### src/hw/rpbc_pkg.sv
// Function
// - Bit 12 selects dual or single port
// - Bit 14 clear keeps bias output tristated
// - Invert bit acts only dual, enabled
// - Dual port: bias follows transmit, invertible
// - Single port: bias high transmit, low receive
// - Single port: receive switch and amplifier swap
// - Dual port: inputs only, separate transmit amplifier
// - Hibernate freezes reference clock output level
// - Ready interrupt once idle after reset
// - Idle, doze, hibernate: enabled bias low
`default_nettype none
package rpbc_pkg;
  // ****************************************
  // Register map
  // ****************************************
  // Address width of the register port
  localparam int ADDR_W = 6;
  // Register data width
  localparam int DATA_W = 16;
  // Control register index
  localparam logic [5:0] RF_AND_PIN_CONTROL_OFS = 6'h07;
  // Port mode select field
  localparam int PORT_MODE_SELECT_BIT = 12;
  // Bias invert field
  localparam int BIAS_OUT_INVERT_BIT = 13;
  // Bias enable field
  localparam int BIAS_OUT_ENABLE_BIT = 14;
  // Control register value after reset
  localparam logic [15:0] RF_AND_PIN_CONTROL_RST = 16'h0000;
  // Answer to an unmapped read
  localparam logic [15:0] UNMAPPED_READ = 16'h0000;
  // ****************************************
  // Timing
  // ****************************************
  // Core clock rate in Hz
  localparam int CORE_CLK_HZ = 10000000;
  // Reference clock output rate in Hz
  localparam int REF_CLOCK_OUT_HZ = 1000000;
  // Core cycles per half period of the reference output
  localparam int REF_HALF_CYCLES = CORE_CLK_HZ / (2 * REF_CLOCK_OUT_HZ);
  // Width of the divider counter
  localparam int REF_CNT_W = 4;
  // ****************************************
  // Radio states
  // ****************************************
  // Radio activity as reported by the sequencer
  typedef enum logic [2:0] {
    RADIO_OFF = 3'h0,
    RADIO_IDLE = 3'h1,
    RADIO_DOZE = 3'h2,
    RADIO_HIBERNATE = 3'h3,
    RADIO_RX = 3'h4,
    RADIO_TX = 3'h5
  } rpbc_radio_t;
endpackage : rpbc_pkg
`default_nettype wire

### src/hw/rpbc_clk_if.sv
`timescale 1ns/1ps
`default_nettype none
// Link between control core and reference clock generator
interface rpbc_clk_if;
  // Freeze request while hibernating
  logic holdLevel;
  // Present reference clock level
  logic clkLevel;
  // Control side
  modport ctrl (output holdLevel, input clkLevel);
  // Generator side
  modport gen (input holdLevel, output clkLevel);
endinterface : rpbc_clk_if
`default_nettype wire

### src/hw/rpbc_ref_clock.sv
`timescale 1ns/1ps
`default_nettype none
// Reference clock output divider with hold
module rpbc_ref_clock (
  input wire logic core_clk,
  input wire logic rst_n,
  rpbc_clk_if.gen link
);
  // ****************************************
  // Divider state
  // ****************************************
  // Half period counter
  logic [rpbc_pkg::REF_CNT_W-1:0] cnt_reg, cnt_next;
  // Output level
  logic level_reg, level_next;

  // Next value of counter and level
  always_comb begin
    cnt_next = cnt_reg;
    level_next = level_reg;
    if (link.holdLevel) begin
      // Frozen: keep level, restart count
      cnt_next = '0;
    end else if (cnt_reg ==
        rpbc_pkg::REF_CNT_W'(rpbc_pkg::REF_HALF_CYCLES - 1)) begin
      // Half period done: toggle
      cnt_next = '0;
      level_next = ~level_reg;
    end else begin
      // Count on
      cnt_next = cnt_reg + 1'b1;
    end
  end

  // Register divider state
  always_ff @(posedge core_clk or negedge rst_n) begin
    if (!rst_n) begin
      cnt_reg <= '0;
      level_reg <= 1'b0;
    end else begin
      cnt_reg <= cnt_next;
      level_reg <= level_next;
    end
  end

  // Level to the control side
  assign link.clkLevel = level_reg;
endmodule : rpbc_ref_clock
`default_nettype wire

### src/hw/rpbc_top.sv
`timescale 1ns/1ps
`default_nettype none
// RF port, bias switch and ready interrupt control
module rpbc_top (
  input wire logic core_clk,
  input wire logic rst_n,
  // Register write strobe
  input wire logic regWrEn,
  // Register address
  input wire logic [5:0] regAddr,
  // Register write data
  input wire logic [15:0] regWrData,
  // Register read data
  output logic [15:0] regRdData,
  // Radio state from the sequencer
  input wire logic [2:0] radioState,
  // Host acknowledge of the ready interrupt
  input wire logic irqClear,
  // Bias switch pin value
  output logic biasSwitchOut,
  // Bias switch enable, low drives
  output logic biasSwitchOe_n,
  // Internal receive switch closed to LNA
  output logic rxSwitchClose,
  // Amplifier on the shared pin pair
  output logic sharedAmpEnable,
  // Amplifier on the separate output pair
  output logic dedicatedAmpEnable,
  // Reference clock output
  output logic refClockOut,
  // Open drain interrupt, value and enable
  output logic irqOut,
  output logic irqOe_n
);
  // ****************************************
  // Control register
  // ****************************************
  // Stored control word
  logic [15:0] ctrl_reg, ctrl_next;
  // Field view: one selects the shared pin pair
  logic singlePort;
  // Field view: bias pin driven at all
  logic biasEnable;
  // Field view: dual port bias polarity
  logic biasInvert;

  // Address decode used by read and write
  function automatic logic hitCtrl(input logic [5:0] addr);
    hitCtrl = (addr == rpbc_pkg::RF_AND_PIN_CONTROL_OFS);
  endfunction : hitCtrl

  // Next control word on write
  always_comb begin
    ctrl_next = ctrl_reg;
    if (regWrEn && hitCtrl(regAddr)) begin
      ctrl_next = regWrData;
    end
  end

  // Register control word
  always_ff @(posedge core_clk or negedge rst_n) begin
    if (!rst_n) begin
      ctrl_reg <= rpbc_pkg::RF_AND_PIN_CONTROL_RST;
    end else begin
      ctrl_reg <= ctrl_next;
    end
  end

  assign singlePort = ctrl_reg[rpbc_pkg::PORT_MODE_SELECT_BIT];
  // Bias enable and polarity fields
  assign biasEnable = ctrl_reg[rpbc_pkg::BIAS_OUT_ENABLE_BIT];
  assign biasInvert = ctrl_reg[rpbc_pkg::BIAS_OUT_INVERT_BIT];

  // Read mux, unmapped reads zero
  always_comb begin
    if (hitCtrl(regAddr)) begin
      // Mapped control word
      regRdData = ctrl_reg;
    end else begin
      // Unmapped index
      regRdData = rpbc_pkg::UNMAPPED_READ;
    end
  end

  // ****************************************
  // RF path outputs
  // ****************************************
  // Registered pin state
  // Bias pin level
  logic bias_reg, bias_next;
  // Bias pin output enable, low drives
  logic biasOeN_reg, biasOeN_next;
  // Receive switch to the low-noise amplifier
  logic rxSw_reg, rxSw_next;
  // Amplifier on the shared pair
  logic shAmp_reg, shAmp_next;
  // Amplifier on the separate pair
  logic dedAmp_reg, dedAmp_next;
  // Decoded activity
  logic isTx, isRx, isQuiet;

  // Transmit, receive and low-power decode
  assign isTx = (radioState == rpbc_pkg::RADIO_TX);
  assign isRx = (radioState == rpbc_pkg::RADIO_RX);
  assign isQuiet = (radioState == rpbc_pkg::RADIO_IDLE) ||
                   (radioState == rpbc_pkg::RADIO_DOZE) ||
                   (radioState == rpbc_pkg::RADIO_HIBERNATE);

  // Next values of all RF path outputs
  always_comb begin
    bias_next = 1'b0;
    biasOeN_next = 1'b1;
    rxSw_next = 1'b0;
    shAmp_next = 1'b0;
    dedAmp_next = 1'b0;
    if (singlePort) begin
      rxSw_next = isRx;
      shAmp_next = isTx;
    end else begin
      rxSw_next = isRx;
      dedAmp_next = isTx;
    end
    if (biasEnable) begin
      if (isQuiet) begin
        biasOeN_next = 1'b0;
        bias_next = 1'b0;
      end else if (isTx || isRx) begin
        biasOeN_next = 1'b0;
        if (singlePort) begin
          bias_next = isTx;
        end else begin
          bias_next = isTx ^ biasInvert;
        end
      end else begin
        // Off state: leave the pin floating
        biasOeN_next = 1'b1;
      end
    end
  end

  always_ff @(posedge core_clk or negedge rst_n) begin
    if (!rst_n) begin
      bias_reg <= 1'b0;
      biasOeN_reg <= 1'b1;
      rxSw_reg <= 1'b0;
      shAmp_reg <= 1'b0;
      dedAmp_reg <= 1'b0;
    end else begin
      bias_reg <= bias_next;
      biasOeN_reg <= biasOeN_next;
      rxSw_reg <= rxSw_next;
      shAmp_reg <= shAmp_next;
      dedAmp_reg <= dedAmp_next;
    end
  end

  // Flip-flops straight to the pins, no glitch path
  assign biasSwitchOut = bias_reg;
  assign biasSwitchOe_n = biasOeN_reg;
  assign rxSwitchClose = rxSw_reg;
  assign sharedAmpEnable = shAmp_reg;
  assign dedicatedAmpEnable = dedAmp_reg;

  // ****************************************
  // Ready interrupt
  // ****************************************
  // Ready already signalled since reset
  logic done_reg, done_next;
  // Pending request
  logic irq_reg, irq_next;

  // Next interrupt state, set beats clear
  always_comb begin
    done_next = done_reg;
    irq_next = irq_reg;
    if (irqClear) begin
      irq_next = 1'b0;
    end
    if (!done_reg && (radioState == rpbc_pkg::RADIO_IDLE)) begin
      done_next = 1'b1;
      irq_next = 1'b1;
    end
  end

  // Register interrupt state
  always_ff @(posedge core_clk or negedge rst_n) begin
    if (!rst_n) begin
      done_reg <= 1'b0;
      irq_reg <= 1'b0;
    end else begin
      done_reg <= done_next;
      irq_reg <= irq_next;
    end
  end

  // Open drain: pull low while pending
  // Value fixed low, only the enable moves: no drive fight
  assign irqOut = 1'b0;
  assign irqOe_n = ~irq_reg;

  // ****************************************
  // Reference clock output
  // ****************************************
  // Link to the divider
  rpbc_clk_if clkLink ();
  // Hold the level while hibernating
  assign clkLink.holdLevel = (radioState == rpbc_pkg::RADIO_HIBERNATE);

  // Divider instance
  rpbc_ref_clock u_rpbc_ref_clock (
    .core_clk(core_clk),
    .rst_n(rst_n),
    .link(clkLink.gen)
  );

  assign refClockOut = clkLink.clkLevel;
endmodule : rpbc_top
`default_nettype wire

### config.mk
export PLATFORM = sky130hd
export DESIGN_NAME = rpbc_top
export DESIGN_NICKNAME = d
export VERILOG_FILES = /design/src/hw/rpbc_pkg.sv /design/src/hw/rpbc_clk_if.sv /design/src/hw/rpbc_ref_clock.sv /design/src/hw/rpbc_top.sv
export SDC_FILE = /design/constraint.sdc
export NUM_CORES = 1
export LEC_CHECK = 0
export BUFFER_PORTS_ARGS = -buffer_cell sky130_fd_sc_hd__buf_4
export CAP_MARGIN = 30
export CORE_MARGIN = 2
export CORE_UTILIZATION = 47
export DETAILED_ROUTE_END_ITERATION = 12
export GPL_ROUTABILITY_DRIVEN = 0
export PLACE_DENSITY = 0.78
export SLEW_MARGIN = 20
export SYNTH_ARGS = -nofsm -noshare
export SYNTH_HDL_FRONTEND = slang
export SYNTH_HIERARCHICAL = 1
export SYNTH_SLANG_ARGS = --single-unit
### constraint.sdc
create_clock -name core_clk -period 1.6 [get_ports core_clk]
set_input_delay 0.32 -clock core_clk [delete_from_list [all_inputs] [get_ports core_clk]]
set_output_delay 0.32 -clock core_clk [all_outputs]
set_load 0.05 [all_outputs]
==> reports/qor.csv <==
stage,metric,value,unit
run_status,status,"finished, violations left",
run_status,failing checks,negative setup slack,
clock_tree,Clock Latency Late Sink,0.33,ns
clock_tree,clk slew on worst S/H paths,0.15,ns
floorplanning,io pins,53,
finish,max reg flops,16,
clock_tree,CTS tree,yes,
worst_setup_path,"Top cell by count, worst path",buf_6,
power_and_ir_drop,Internal Pwr Total,1210,uW
worst_setup_path,critical setup path kind,in2out,
grt,gr usage total,16.7,%
worst_setup_path,Crit Path Max Fanout,12,
grt,antenna violations before repair,0,
drt,DR pass1 iterations,3,
power_and_ir_drop,Final Power,1720,uW
timing,"Hold Vio Cnt, Final",0,
floorplanning,Die H,57.5,um
power_and_ir_drop,P_sw,512,uW
clock_tree,H-tree levels,1,
power_and_ir_drop,sw frac,29.7,%
timing,Peak Freq,603,MHz
timing,worst setup margin,-0.0571,ns
placed_design,Area after DPL,1800,um^2
logic_synthesis,Syn Nets,134,
power_and_ir_drop,pwr/cell area,885,nW/um^2
floorplanning,Die W,57.5,um
worst_setup_path,CP peak stage delay,0.23,ns
finish,fin area,1940,um^2
grt,largest net degree at the start of global routing,29,
floorplanning,area of the core,2730,um^2
placed_design,DP Cell Count,187,
power_and_ir_drop,sequential share of power,52.8,%
worst_setup_path,critical path endpoint category,output port,
timing,Clock Skews,0.00882,ns
drt,via count,942,
drt,drt total wl,2540,um
flow_run,max-cap violations,0,
floorplanning,Initial Utilization,49.2,%
worst_setup_path,"Arr. time, crit path",1.34,ns
clock_tree,Num CTS Buffers,3,
logic_synthesis,area of the mapped netlist,1350,um^2
logic_synthesis,Synth Instances,103,
worst_setup_path,crit path cell chain,buf_6 -> nand4bb_4 -> nor3b_4 -> buf_6 -> and2_2 -> buf_6,
grt,GRT overflow,0,
timing,worst hold margin,0.157,ns
timing,minimum clock period,1.66,ns
finish,Non-Filler Instances,192,
power_and_ir_drop,clock share of power,20.0,%
clock_tree,Max clock buf depth,2,
power_and_ir_drop,leak pwr,0.000968,uW
timing,RSZ-0062 raised after global routing,yes,
finish,share of layout cells above drive strength 1,60.9,%
logic_synthesis,Seq cells post-synth,28,
placed_design,worst slack at placement,-0.113,ns
floorplanning,Die ar.,3310,um^2
drt,wire per inst,13.2,um
drt,Routed Antenna Nets,0,
power_and_ir_drop,worst vdd ir,0.000737,V
timing,period utilization,104,%
logic_synthesis,post-synth top area share,50.2,%
drt,Residual DRC,0,
worst_setup_path,CP required,1.28,ns
logic_synthesis,unique cell type count in the Yosys netlist,29,
grt,first-pass GRT wire length,4280,um
logic_synthesis,Syn Area/Cell,13.1,um^2
power_and_ir_drop,power share of the combinational group,27.2,%
clock_tree,Sink Count,28,
placed_design,dpl hpwl,1970,um
finish,Final nets,193,
placed_design,IO buf count,51,
worst_setup_path,CP startpoint kind,primary input,
worst_setup_path,Crit-path slowest cell,nor3b_4,
drt,drt via density,4.91,
finish,Layout area overhead,44.5,%
logic_synthesis,sequential share of the synthesized area,52.2,%
timing,Max Slew Vio Count,0,
clock_tree,Post CTS Setup Buffer Count,0,
grt,vias in the first global route,955,
drt,initial DRC count,10,
logic_synthesis,Ys Warns,6,
worst_hold_path,Hold/Removal Path Class,in2reg,
floorplanning,Std-Cell Rows,19,
logic_synthesis,leading post-synthesis cells by cell area,"dfrtp_1 (50%), mux2_4 (11%), and2_1 (7.4%), mux2_2 (5.0%), nand4bb_4 (2.0%)",
finish,ANT cells,0,
logic_synthesis,Synth area leader,dfrtp_1,
clock_tree,clock root buffer master,clkbuf_4,
timing,# setup viols final,12,
[cells in the mapped netlist]
| cell type | n |
|---|---|
| dfrtp_1 | 27 |
| and2_1 | 16 |
| mux2_4 | 10 |
| mux2_2 | 6 |
| nor2_1 | 5 |
| inv_1 | 4 |
| nand2_1 | 4 |
| nand2b_1 | 3 |
| nor2b_1 | 3 |
| and3_1 | 2 |
| buf_4 | 2 |
| ha_1 | 2 |
| nand3_1 | 2 |
| nand3b_1 | 2 |
| a21oi_1 | 1 |
| a311oi_1 | 1 |
| buf_12 | 1 |
| conb_1 | 1 |
| dfstp_2 | 1 |
| mux2i_1 | 1 |
| nand2b_4 | 1 |
| nand4bb_4 | 1 |
| nor2_4 | 1 |
| nor3b_2 | 1 |
| nor3b_4 | 1 |
| o22ai_1 | 1 |
| or3_1 | 1 |
| xnor2_1 | 1 |
| xor2_1 | 1 |
[through the flow]
step / TNS, ns / util, %
floorplan: -0.0925 / -
CTS: -0.878 / 70.9
global route: -1.13 / 71.1
detailed placement: -1.56 / 65.9
global placement: -1.17 / 65.9
finish: -0.468 / 71.1
[area by class of cell]
type | instances | area (um^2)
fill | 189 | 791
sequential | 28 | 702
multi-input combinational | 68 | 618
timing repair buffer | 57 | 533
tap | 31 | 38.8
clock buffer | 4 | 36.3
inverter | 4 | 15.0
[critical path, delay by kind of cell]
family        cells  cell delay [ns]
simple gates      3             0.61
buf+inv           3             0.41
[cell usage in the layout (no fill, tap or decap), types with 2 or more instances in the layout]
| cell | n |
|---|---|
| nor2b_1 | 3 |
| mux2_4 | 10 |
| inv_1 | 4 |
| buf_6 | 14 |
| buf_4 | 36 |
| dfrtp_1 | 27 |
| nor2_1 | 5 |
| and2_4 | 4 |
| and2_2 | 12 |
| clkbuf_4 | 3 |
| nand2_1 | 4 |
| nand3b_1 | 2 |
| ha_1 | 2 |
| nand2b_1 | 3 |
| nand3_1 | 2 |
| mux2_2 | 6 |
| buf_8 | 5 |
| and3_1 | 2 |
[routing by layer]
layer	GRT usage [%]	up-vias	wire [um]
li1	-	456	-
met1	20.8	457	1040
met2	29.9	25	1370
met3	2.27	4	101
met4	4.98	0	31
met5	0	-	0
[cells by family (layout without fill, tap and decap cells)]
family / count (synthesis) / count (layout) / synth area share, %
muxes: 17 / 17 / 16.9
AOI/OAI and AO/OA: 3 / 3 / 1.49
and+or+nand+nor: 43 / 43 / 22.2
other: 1 / 1 / 0.279
DFF: 28 / 28 / 52.2
buffers and inverters: 7 / 65 / 3.72
adders and majority gates: 2 / 2 / 1.86
xor gates and xnor gates: 2 / 2 / 1.30
[power by group through the flow]
stage | sequential [uW] | clock, uW | combinational, uW
4_1_cts | 910 | 351 | 474
5_1_grt | 928 | 381 | 508
2_1_floorplan | 965 | 0 | 262
6_report | 908 | 344 | 468
3_3_place_gp | 913 | 0 | 449
3_5_place_dp | 921 | 0 | 470
[path summary, 6_finish.rpt]
| kind | slack, ns | startpoint | cells past startpoint | endpoint |
|---|---|---|---|---|
| max | -0.06 | regAddr[4] | 6 | regRdData[11] |
| min in group asynchronous | 0.41 | rst_n | 2 | done_reg |
| max in group asynchronous | 0.89 | rst_n | 2 | biasSwitchOe_n |
| min | 0.16 | irqClear | 2 | irq_reg |
| min reg2reg | 0.46 | done_reg | 1 | irq_reg |
| max reg2reg | 0.38 | u_rpbc_ref_clock/cnt_reg[0] | 5 | u_rpbc_ref_clock/link.clkLevel |
[what timing repair did]
item,CTS,global route
pin swaps,2,1
hold buffers,1,0
setup endpoints to repair,16,16
endpoints found under the hold margin,27,0
resized for setup,27,1
Note: power is estimated with default switching activity, not from simulation.
